$ cat src/rtl/rail_ctrl_pkg.sv
// Purpose: shared constants and types for the rail set-point block
// Assumes: 50 MHz reference clock, 8-bit register port
// Notes: timing figures are kept in ns, cycle counts derive from them
`default_nettype none

package rail_ctrl_pkg;

  localparam int CLK_PERIOD_NS = 20;
  localparam int NUM_RAILS = 2;
  localparam int CODE_W = 6;
  localparam int MV_W = 12;

  // register offsets
  localparam logic [7:0] RAMP_CTRL_OFS = 8'h1a;
  localparam logic [7:0] AUX_VOLT_OFS = 8'h1b;

  // reset values
  localparam logic [7:0] RAMP_CTRL_RESET = 8'h06;
  localparam logic [7:0] AUX_VOLT_RESET = 8'h1f;

  // field positions
  localparam int TRIGGER_BIT = 7;
  localparam int AUTO_APPLY_BIT = 6;
  localparam int RATE_LSB = 0;
  localparam int RATE_W = 3;
  localparam int AUX_CODE_LSB = 0;
  localparam logic [2:0] RATE_IMMEDIATE = 3'h7;

  // dwell per step, ns
  localparam int DWELL0_NS = 160000;
  localparam int DWELL1_NS = 80000;
  localparam int DWELL2_NS = 40000;
  localparam int DWELL3_NS = 20000;
  localparam int DWELL4_NS = 10000;
  localparam int DWELL5_NS = 5000;
  localparam int DWELL6_NS = 2500;
  localparam int DWELL0_CYC = (DWELL0_NS + CLK_PERIOD_NS - 1) / CLK_PERIOD_NS;
  localparam int DWELL1_CYC = (DWELL1_NS + CLK_PERIOD_NS - 1) / CLK_PERIOD_NS;
  localparam int DWELL2_CYC = (DWELL2_NS + CLK_PERIOD_NS - 1) / CLK_PERIOD_NS;
  localparam int DWELL3_CYC = (DWELL3_NS + CLK_PERIOD_NS - 1) / CLK_PERIOD_NS;
  localparam int DWELL4_CYC = (DWELL4_NS + CLK_PERIOD_NS - 1) / CLK_PERIOD_NS;
  localparam int DWELL5_CYC = (DWELL5_NS + CLK_PERIOD_NS - 1) / CLK_PERIOD_NS;
  localparam int DWELL6_CYC = (DWELL6_NS + CLK_PERIOD_NS - 1) / CLK_PERIOD_NS;
  localparam int DWELL_W = 16;

  // monitor blanking after an aux regulator write
  localparam int BLANK_NS = 5000000;
  localparam int BLANK_CYC = (BLANK_NS + CLK_PERIOD_NS - 1) / CLK_PERIOD_NS;
  localparam int BLANK_W = 18;

  // aux regulator code to millivolts
  localparam logic [CODE_W-1:0] AUX_FINE_LAST = 6'h19;
  localparam logic [CODE_W-1:0] AUX_COARSE_FIRST = 6'h1a;
  localparam logic [MV_W-1:0] AUX_FINE_BASE_MV = 12'h384;
  localparam logic [MV_W-1:0] AUX_FINE_STEP_MV = 12'h019;
  localparam logic [MV_W-1:0] AUX_COARSE_BASE_MV = 12'h60e;
  localparam logic [MV_W-1:0] AUX_COARSE_STEP_MV = 12'h032;

  typedef enum logic [1:0] {
    RAMP_IDLE = 2'b01,
    RAMP_MOVE = 2'b10
  } ramp_state_type;

  typedef struct packed {
    logic write;
    logic read;
    logic [7:0] addr;
    logic [7:0] wdata;
  } reg_req_type;

endpackage : rail_ctrl_pkg

`default_nettype wire

$ cat src/rtl/rail_stepper.sv
// Purpose: one buck rail's internal set-point, moved one code per step
// Assumes: step and jump never both high
// Notes: target is captured on load, setpoint chases it
`default_nettype none

module rail_stepper #(
  parameter logic [rail_ctrl_pkg::CODE_W-1:0] RESET_CODE = 6'h00
) (
  input wire logic ref_clk,
  input wire logic rst,
  input wire logic load,
  input wire logic [rail_ctrl_pkg::CODE_W-1:0] target_in,
  input wire logic step,
  input wire logic jump,
  output logic [rail_ctrl_pkg::CODE_W-1:0] setpoint_reg,
  output logic [rail_ctrl_pkg::CODE_W-1:0] target_reg,
  output logic at_target
);

  logic [rail_ctrl_pkg::CODE_W-1:0] setpoint_next;
  logic [rail_ctrl_pkg::CODE_W-1:0] target_next;

  assign at_target = (setpoint_reg == target_reg);

  always_comb begin
    target_next = load ? target_in : target_reg;
    setpoint_next = setpoint_reg;
    if (jump) begin
      setpoint_next = target_reg;
    end else if (step && !at_target) begin
      if (setpoint_reg < target_reg) begin
        setpoint_next = setpoint_reg + 6'h01;
      end else begin
        setpoint_next = setpoint_reg - 6'h01;
      end
    end
  end

  always_ff @(posedge ref_clk or posedge rst) begin
    if (rst) begin
      setpoint_reg <= RESET_CODE;
      target_reg <= RESET_CODE;
    end else begin
      setpoint_reg <= setpoint_next;
      target_reg <= target_next;
    end
  end

endmodule : rail_stepper

`default_nettype wire

$ cat src/rtl/rail_setpoint_regs.sv
// Purpose: ramp control and aux regulator voltage registers
// Assumes: register port requests are one-cycle pulses on ref_clk
// Notes: buck set-point registers live outside, updates arrive as pulses
//
// How it works
// - only the two buck rails are ramped
// - trigger write of one starts both rails
// - trigger clears itself when the transition ends
// - auto apply starts ramp on set-point update
// - rate code picks dwell per step
// - rate code seven jumps at once
// - ramp control at 0x1A, resets 0x6
// - aux voltage at 0x1B, resets 0x1F
// - aux code maps to millivolts, two slopes
// - any aux write blanks monitors 5 ms
// - aux write needs password unlock
`default_nettype none

module rail_setpoint_regs #(
  parameter int DWELL0_CYCLES = rail_ctrl_pkg::DWELL0_CYC,
  parameter int BLANK_CYCLES = rail_ctrl_pkg::BLANK_CYC,
  parameter logic [rail_ctrl_pkg::CODE_W-1:0] BUCK_RESET_CODE = 6'h00
) (
  input wire logic ref_clk,
  input wire logic rst,
  input wire rail_ctrl_pkg::reg_req_type reg_req,
  output logic [7:0] reg_rdata_reg,
  input wire logic unlock_ok,
  input wire logic [rail_ctrl_pkg::NUM_RAILS-1:0] rail_update,
  input wire logic [rail_ctrl_pkg::NUM_RAILS*rail_ctrl_pkg::CODE_W-1:0]
    rail_target,
  output logic [rail_ctrl_pkg::NUM_RAILS*rail_ctrl_pkg::CODE_W-1:0]
    rail_setpoint,
  output logic ramp_busy,
  output logic [rail_ctrl_pkg::CODE_W-1:0] aux_code_reg,
  output logic [rail_ctrl_pkg::MV_W-1:0] aux_mv_reg,
  output logic monitor_blank
);

  localparam int NR = rail_ctrl_pkg::NUM_RAILS;
  localparam int CW = rail_ctrl_pkg::CODE_W;

  rail_ctrl_pkg::ramp_state_type state_reg, state_next;
  logic trigger_reg, trigger_next;
  logic auto_reg, auto_next;
  logic [rail_ctrl_pkg::RATE_W-1:0] rate_reg, rate_next;
  logic [rail_ctrl_pkg::DWELL_W-1:0] dwell_reg, dwell_next;
  logic [rail_ctrl_pkg::DWELL_W-1:0] dwell_limit;
  logic [rail_ctrl_pkg::BLANK_W-1:0] blank_reg, blank_next;
  logic [CW-1:0] aux_code_next;
  logic [rail_ctrl_pkg::MV_W-1:0] aux_mv_next;
  logic [7:0] reg_rdata_next;
  logic ramp_wr, aux_wr, go_start, auto_start, start, tick, jump, all_at;
  logic [NR-1:0] at_target;
  logic [NR*CW-1:0] rail_goal;

  assign ramp_wr = reg_req.write
    && (reg_req.addr == rail_ctrl_pkg::RAMP_CTRL_OFS);
  assign aux_wr = reg_req.write
    && (reg_req.addr == rail_ctrl_pkg::AUX_VOLT_OFS);
  assign go_start = ramp_wr
    && reg_req.wdata[rail_ctrl_pkg::TRIGGER_BIT];
  assign auto_start = auto_reg && (|rail_update);
  assign start = go_start || auto_start;
  assign ramp_busy = (state_reg == rail_ctrl_pkg::RAMP_MOVE);
  assign all_at = &at_target;
  assign jump = ramp_busy && (rate_reg == rail_ctrl_pkg::RATE_IMMEDIATE);
  assign tick = ramp_busy && !jump && (dwell_reg == dwell_limit - 16'h0001);
  assign monitor_blank = (blank_reg != '0);

  // dwell length per rate code
  always_comb begin
    case (rate_reg)
      3'h0: dwell_limit = rail_ctrl_pkg::DWELL_W'(DWELL0_CYCLES);
      3'h1: dwell_limit = rail_ctrl_pkg::DWELL_W'(rail_ctrl_pkg::DWELL1_CYC);
      3'h2: dwell_limit = rail_ctrl_pkg::DWELL_W'(rail_ctrl_pkg::DWELL2_CYC);
      3'h3: dwell_limit = rail_ctrl_pkg::DWELL_W'(rail_ctrl_pkg::DWELL3_CYC);
      3'h4: dwell_limit = rail_ctrl_pkg::DWELL_W'(rail_ctrl_pkg::DWELL4_CYC);
      3'h5: dwell_limit = rail_ctrl_pkg::DWELL_W'(rail_ctrl_pkg::DWELL5_CYC);
      3'h6: dwell_limit = rail_ctrl_pkg::DWELL_W'(rail_ctrl_pkg::DWELL6_CYC);
      default: dwell_limit = 16'h0001;
    endcase
  end

  // ramp sequencing and ramp control register
  always_comb begin
    state_next = state_reg;
    trigger_next = trigger_reg;
    auto_next = auto_reg;
    rate_next = rate_reg;
    dwell_next = dwell_reg;
    case (state_reg)
      rail_ctrl_pkg::RAMP_IDLE: begin
        if (start) begin
          state_next = rail_ctrl_pkg::RAMP_MOVE;
        end
      end
      rail_ctrl_pkg::RAMP_MOVE: begin
        if (!start && all_at) begin
          state_next = rail_ctrl_pkg::RAMP_IDLE;
        end
      end
      default: state_next = rail_ctrl_pkg::RAMP_IDLE;
    endcase
    if (go_start) begin
      trigger_next = 1'b1;
    end else if (ramp_busy && all_at && !start) begin
      trigger_next = 1'b0;
    end
    if (ramp_wr) begin
      auto_next = reg_req.wdata[rail_ctrl_pkg::AUTO_APPLY_BIT];
      rate_next = reg_req.wdata[rail_ctrl_pkg::RATE_LSB +: 3];
    end
    if (start || !ramp_busy || tick) begin
      dwell_next = '0;
    end else begin
      dwell_next = dwell_reg + 16'h0001;
    end
  end

  always_ff @(posedge ref_clk or posedge rst) begin
    if (rst) begin
      state_reg <= rail_ctrl_pkg::RAMP_IDLE;
      trigger_reg <=
        rail_ctrl_pkg::RAMP_CTRL_RESET[rail_ctrl_pkg::TRIGGER_BIT];
      auto_reg <=
        rail_ctrl_pkg::RAMP_CTRL_RESET[rail_ctrl_pkg::AUTO_APPLY_BIT];
      rate_reg <= rail_ctrl_pkg::RAMP_CTRL_RESET[2:0];
      dwell_reg <= '0;
    end else begin
      state_reg <= state_next;
      trigger_reg <= trigger_next;
      auto_reg <= auto_next;
      rate_reg <= rate_next;
      dwell_reg <= dwell_next;
    end
  end

  // only the two buck rails get steppers
  genvar gi;
  generate
    for (gi = 0; gi < NR; gi++) begin : g_rail
      rail_stepper #(
        .RESET_CODE(BUCK_RESET_CODE)
      ) u_step (
        .ref_clk(ref_clk),
        .rst(rst),
        .load(start),
        .target_in(rail_target[gi*CW +: CW]),
        .step(tick),
        .jump(jump),
        .setpoint_reg(rail_setpoint[gi*CW +: CW]),
        .target_reg(rail_goal[gi*CW +: CW]),
        .at_target(at_target[gi])
      );
    end
  endgenerate

  // aux regulator register, blanking and voltage readout
  always_comb begin
    aux_code_next = aux_code_reg;
    if (aux_wr && unlock_ok) begin
      aux_code_next = reg_req.wdata[rail_ctrl_pkg::AUX_CODE_LSB +: 6];
    end
    if (aux_wr) begin
      blank_next = rail_ctrl_pkg::BLANK_W'(BLANK_CYCLES);
    end else if (blank_reg != '0) begin
      blank_next = blank_reg - 18'h00001;
    end else begin
      blank_next = '0;
    end
    if (aux_code_reg <= rail_ctrl_pkg::AUX_FINE_LAST) begin
      aux_mv_next = rail_ctrl_pkg::AUX_FINE_BASE_MV
        + MV_MUL(rail_ctrl_pkg::AUX_FINE_STEP_MV, aux_code_reg);
    end else begin
      aux_mv_next = rail_ctrl_pkg::AUX_COARSE_BASE_MV
        + MV_MUL(rail_ctrl_pkg::AUX_COARSE_STEP_MV,
                 aux_code_reg - rail_ctrl_pkg::AUX_COARSE_FIRST);
    end
  end

  function automatic logic [rail_ctrl_pkg::MV_W-1:0] MV_MUL(
    input logic [rail_ctrl_pkg::MV_W-1:0] step_mv,
    input logic [CW-1:0] n
  );
    logic [rail_ctrl_pkg::MV_W-1:0] wide_n;
    wide_n = {6'h00, n};
    return rail_ctrl_pkg::MV_W'(step_mv * wide_n);
  endfunction : MV_MUL

  // read path, reserved bits zero, unmapped reads zero
  always_comb begin
    reg_rdata_next = reg_rdata_reg;
    if (reg_req.read) begin
      case (reg_req.addr)
        rail_ctrl_pkg::RAMP_CTRL_OFS: reg_rdata_next =
          {trigger_reg, auto_reg, 3'h0, rate_reg};
        rail_ctrl_pkg::AUX_VOLT_OFS: reg_rdata_next =
          {2'h0, aux_code_reg};
        default: reg_rdata_next = 8'h00;
      endcase
    end
  end

  always_ff @(posedge ref_clk or posedge rst) begin
    if (rst) begin
      aux_code_reg <= rail_ctrl_pkg::AUX_VOLT_RESET[5:0];
      aux_mv_reg <= '0;
      blank_reg <= '0;
      reg_rdata_reg <= 8'h00;
    end else begin
      aux_code_reg <= aux_code_next;
      aux_mv_reg <= aux_mv_next;
      blank_reg <= blank_next;
      reg_rdata_reg <= reg_rdata_next;
    end
  end
endmodule : rail_setpoint_regs

`default_nettype wire

$ cat config.mk
export PLATFORM = sky130hd
export DESIGN_NAME = rail_setpoint_regs
export DESIGN_NICKNAME = d
export VERILOG_FILES = /design/src/rtl/rail_ctrl_pkg.sv /design/src/rtl/rail_stepper.sv /design/src/rtl/rail_setpoint_regs.sv
export SDC_FILE = /design/constraint.sdc
export NUM_CORES = 1
export LEC_CHECK = 0
export ABC_AREA = 1
export ABC_CLOCK_PERIOD_IN_PS = 3700
export BUFFER_PORTS_ARGS = -buffer_cell sky130_fd_sc_hd__buf_2
export CAP_MARGIN = 20
export CORE_MARGIN = 2
export CORE_UTILIZATION = 50
export CTS_CLUSTER_SIZE = 40
export DETAILED_ROUTE_END_ITERATION = 8
export GPL_TIMING_DRIVEN = 0
export PLACE_DENSITY_LB_ADDON = 0.3
export SLEW_MARGIN = 10
export SYNTH_ARGS = -nofsm -noshare
export SYNTH_HDL_FRONTEND = slang
export SYNTH_SLANG_ARGS = --single-unit
$ cat constraint.sdc
create_clock -name ref_clk -period 3.7 [get_ports ref_clk]
set_input_delay 0.555 -clock ref_clk [delete_from_list [all_inputs] [get_ports ref_clk]]
set_output_delay 0.555 -clock ref_clk [all_outputs]
set_load 0.05 [all_outputs]
## Yosys cells after proc, flatten, opt, wreduce, memory -nomap -nowiden

Index checks and enable logic that the tools add are counted.
W data, S select, Z words.

| cells by class | value |
|---|---|
| add/subtract/negate cells | 10 |
| multipliers | 2 |
| div/mod/pow operators | 0 |
| order comparisons | 3 |
| eq/ne operators | 16 |
| shift operators | 0 |
| multiplexer cells | 17 |
| bitwise logic cells | 0 |
| reduce and logical (&&, ||, !) cells | 29 |

Operators by type and width:

| kind | number |
|---|---|
| $pmux W13 S7 | 1 |
| $mux W18 | 2 |
| $mux W6 | 6 |
| $mul A5 B6 Y11 const A | 2 |
| $reduce_bool A18 Y1 | 1 |
| $sub A18 B1 Y18 const B | 1 |
| $add A16 B1 Y16 const B | 1 |
| $eq A16 B16 Y1 | 1 |
| $eq A8 B5 Y1 const B | 2 |
| $mux W16 | 1 |
| $pmux W8 S2 | 1 |
| $sub A16 B1 Y16 const B | 1 |
| $logic_and A1 B1 Y1 | 13 |
| $add A10 B11 Y12 const A | 1 |
| $add A11 B12 Y12 const A | 1 |
| $add A6 B1 Y6 const B | 2 |
| $eq A3 B3 Y1 const B | 4 |
| $eq A6 B6 Y1 | 2 |
| $lt A6 B6 Y1 | 2 |
| $mux W12 | 1 |
| $sub A6 B1 Y6 const B | 2 |
| $eq A3 B2 Y1 const B | 2 |
| $le A6 B5 Y1 const B | 1 |
| $reduce_bool A2 Y1 | 3 |
| other kinds (13) | 23 |

| storage, ports and cells | value |
|---|---|
| flip-flop bits (word level) | 91 |
| bits in latches | 0 |
| bits in writable memories | 0 |
| memory bits (read-only) | 0 |
| output and inout bits | 40 |
| word-level logic and storage cells | 90 |
| memories kept | 0 |

## Longest topological paths before layout

| logic depth | value |
|---|---|
| depth after elaboration | 8 |
| depth in mapped cells | 21 |

## By module

From an unflattened synthesis, not the netlist that was laid out.

| second synthesis, totals | value |
|---|---|
| cells, all modules | 867 |
| area, all modules | 6630.1 um^2 |

By module, submodules not included:

| module | instances | cells each | area each (um^2) |
|---|---|---|---|
| rail_setpoint_regs | 1 | 651 | 4953.5 |
| rail_stepper | 2 | 108 | 838.3 |

## Least setup slack after synthesis

OpenSTA, ideal clock, no wires.

| path | value |
|---|---|
| path type | reg-to-reg |
| from | register aux_code_reg[1] (netlist bit) |
| to | register aux_mv_reg[10] (netlist bit) |
| data arrival time | 3.577 ns |
| data required time | 3.557 ns |
| setup slack | -0.019 ns |
| cell stages (with the launch flop) | 17 |
| buffers on the path | 0 |
| clock period less this slack | 3.719 ns |
| path through | dfstp_2 inv_1 ha_1 xor2_1 inv_1 ha_1 ha_1 ha_1 ha_1 a21oi_1 nand2_1 nand2_1 nand2_1 or2_2 nand2_1 xor2_1 o21ai_0 |

| on the way | value |
|---|---|
| cells in the longest elaborated chain, start to end | 4 |

Ends and longest elaborated chain:

| what | line | source |
|---|---|---|
| start: declaration | rail_setpoint_regs.sv:35 | `output logic [rail_ctrl_pkg::CODE_W-1:0] aux_code_reg,` |
| start signal: assignment | rail_setpoint_regs.sv:207 | `aux_code_reg <= rail_ctrl_pkg::AUX_VOLT_RESET[5:0];` |
| start signal: assignment | rail_setpoint_regs.sv:212 | `aux_code_reg <= aux_code_next;` |
| $sub A6 B5 Y6 | rail_setpoint_regs.sv:178 | `aux_code_reg - rail_ctrl_pkg::AUX_COARSE_FIRST);` |
| $mul A5 B6 Y11 | rail_setpoint_regs.sv:188 | `return rail_ctrl_pkg::MV_W'(step_mv * wide_n);` |
| $add A11 B12 Y12 | rail_setpoint_regs.sv:177 | `+ MV_MUL(rail_ctrl_pkg::AUX_COARSE_STEP_MV,` |
| $mux W12 (*) | rail_setpoint_regs.sv:172 | `if (aux_code_reg <= rail_ctrl_pkg::AUX_FINE_LAST) begin` |
| via aux_mv_next (one bit) | rail_setpoint_regs.sv:51 | `logic [rail_ctrl_pkg::MV_W-1:0] aux_mv_next;` |
| end signal: assignment | rail_setpoint_regs.sv:213 | `aux_mv_reg <= aux_mv_next;` |
| end: declaration | rail_setpoint_regs.sv:36 | `output logic [rail_ctrl_pkg::MV_W-1:0] aux_mv_reg,` |

The timed path passes the listed nets; every way through them passes the cells marked *.
A chain may end at the register's enable or synchronous reset.

## Final worst setup path

| path | value |
|---|---|
| from | register aux_code_reg[2] (netlist bit) |
| to | register aux_mv_reg[10] (netlist bit) |

Same word-level chain as after synthesis.

==> metrics <==
number of synthesized flops with an enable pin=0; CTS Sinks=about 90; Clock Skews=around 0.0044 ns; IO Pins=75; Synth top cells by count=209 x nand2_1, 98 x inv_1, 92 x nor2_1, 83 x dfrtp_1, 75 x ha_1; port buffer count=between 70 and 80; pwr/cell area=between 300 and 400 nW/µm²; Area Overhead vs Synth=16.1%; ys async rst share=1.00; Worst Hold Class=primary input to asynchronous set/reset pin; max reg flops=18; Max Clk Rate=283 MHz; first-pass GRT wire length=~25 mm; routed via count=5,603; Syn. warnings=0; worst path arrival time=roughly 3.7 ns; pin count of the biggest net entering global routing=a little over 60; crit start category=flop; Core Area=12,600 µm²; Leak Pwr=approximately 3.8 nW; CTS clk-pin slew, worst paths=~0.06 ns; Slew headroom=0.540; top-count cell post-synth=nand2_1; Die W=~120 µm; Starting Density=0.513; final hold vios=0; worst vdd ir=around 0.28 mV; endpoints failing setup=0; share of cells above drive strength 1=0.156; NumNets Final=a little over 1,000; clk buf depth=2; CTS Buf Count=9; Routed WL=roughly 15 mm; Final Cycle Share=0.955; vias in the first global route=5,278; Pre-antenna DRT Iters=5; Design Power=between 2 and 3 mW; Synth area leaders=dfrtp_1 32%, ha_1 15%, nand2_1 12%; min cycle time layout=around 3.5 ns; drt wl/cell=13.3 µm; Synth cell types=44; gr usage total=0.218; Rows=41; Slowest cell on crit path=dfstp_2; die area=13,900 µm²; post-synth top area share=0.321; GPL Wtd Cong=a little under 0.9; Critical Path RT=roughly 3.9 ns; Post-Syn Instances=around 830; CTS HTree Levels=3; root buffer cell=clkbuf_16; Hold Buf Count CTS=0; Die Span Y=roughly 120 µm; Post-DP HPWL=~11 mm; Worst Path Max Fanout=6; top_reg_cell synth=dfrtp_1; Residual DRC=0; Seq cells post-synth=between 90 and 100; crit path kind=flop to flop; most frequent cell on the critical path=nand2_1; Critical Path End Type=flop; crit-path cells=inv_4 > ha_1 > nand2_1 > nand2_1 > xor2_2 > buf_4 > buf_4 > ha_1 > ha_2 > inv_1 > fa_2 > nor2_2 > nand3_1 > or2_2 > nand2_1 > xor2_1 > o21ai_0; drt initial violations=330; syn nets=about 950; outcome=finished, final reports clean; Worst-Margin Slew=between 0.6 and 0.7 ns; post-synthesis sequential area ratio=0.353; residual overflow from global routing=0; ANT nets after route=0; CTS tree=yes; initial antenna violation count=1; Synth area leader=dfrtp_1; max_cap viols=0; Clock Latency Late Sink=~0.35 ns; Max Slew Vio Count=0; buffer and inverter count on the worst path=4; Crit path max-delay family=adder cells; Avg Cell Area, Syn=between 7 and 8 µm²; max incr delay on CP=between 0.6 and 0.7 ns; Util after Layout=0.595; via/cell ratio=between 5 and 6; Mapped Area=roughly 6500 µm²
stage by stage:
step,TNS [ns],setup WS (ns),cells,instance area [µm²],hold WS (ns)
2_1_floorplan,0,0.0316,831,6470,0.403
3_3_place_gp,-28.52,-0.348,1077,7060,0.415
3_5_place_dp,-0.365,-0.167,1078,7090,0.419
4_1_cts,0,0.00145,1097,7410,0.229
5_1_grt,-0.0221,-0.0123,1101,7510,0.260
6_report,0,0.168,1101,7510,0.221
path summary, 6_finish.rpt:
kind                                      start                              to  slack (ns)  cells after the start
worst max-delay path            aux_code_reg[2]                  aux_mv_reg[10]        0.17                     17
worst min-delay path                        rst                   aux_mv_reg[2]        0.22                      2
worst max register to register  aux_code_reg[2]                  aux_mv_reg[10]        0.17                     17
worst min register to register     blank_reg[0]                    blank_reg[0]        0.42                      1
max in group asynchronous                   rst                 aux_code_reg[2]        2.80                      3
min in group ref_clk             rail_target[3]  g_rail[0].u_step.target_reg[3]        0.41                      3
layout make-up:
class	count	area, µm²
fill	1206	5100
sequential	91	2290
timing repair buffer	81	443
antenna	1	2.50
clock inverter	5	38.8
clock buffer	11	233
tap	172	215
multi-input combinational	626	3840
buffer	13	71.3
inverter	101	384
per-layer routing:
layer,wire (µm),share of wire,GRT usage
met5,0,0,0
met2,6640,0.45,0.344
met1,7080,0.48,0.303
met3,574,0.039,0.0286
met4,325,0.022,0.0866
cell usage in the layout, fill, tap and decap left out, types with 3 or more instances in the layout:
cell,Yosys,routed
nand3_1,52,52
xor2_1,32,30
inv_1,98,96
o21ai_0,53,53
a21oi_1,29,27
nand2_2,4,5
ha_1,75,68
ha_4,0,4
nand4_1,14,14
nor2_1,92,91
xnor2_1,14,13
nand2_1,209,208
fa_1,6,5
clkbuf_16,0,9
o22ai_1,3,3
o31ai_1,6,6
clkbuf_1,5,7
dfstp_2,8,7
dfrtp_1,83,83
buf_2,3,77
ha_2,0,3
nor3_1,8,8
nor4_2,3,3
nand3b_1,4,4
buf_4,3,9
power by group:
part | total, mW | internal [mW] | leakage (nW) | switching, mW
Combinational | 0.879 | 0.322 | 2.57 | 0.557
Clock | 0.860 | 0.460 | 0.130 | 0.400
Sequential | 1.21 | 1.13 | 1.13 | 0.0835
Total | 2.95 | 1.91 | 3.82 | 1.04
timing repair:
| item | 4_1_cts | 5_1_grt |
|---|---|---|
| buffers inserted | 3 | 3 |
| setup endpoints to repair | 4 | 4 |
| cloned | 0 | 0 |
| pin swaps | 0 | 4 |
| resized for setup | 7 | 14 |
logic make-up (layout without fill, tap and decap cells):
logic type / after synthesis / count (layout) / synth area share
simple gates: 398 / 398 / 0.266
buf+inv: 114 / 211 / 0.0696
other cells: 0 / 1 / 0
xor+xnor: 46 / 46 / 0.0623
compound gates: 101 / 101 / 0.0847
fa+ha+maj: 81 / 81 / 0.164
flops: 91 / 91 / 0.353
No activity file was read; power rests on OpenSTA's default activity.
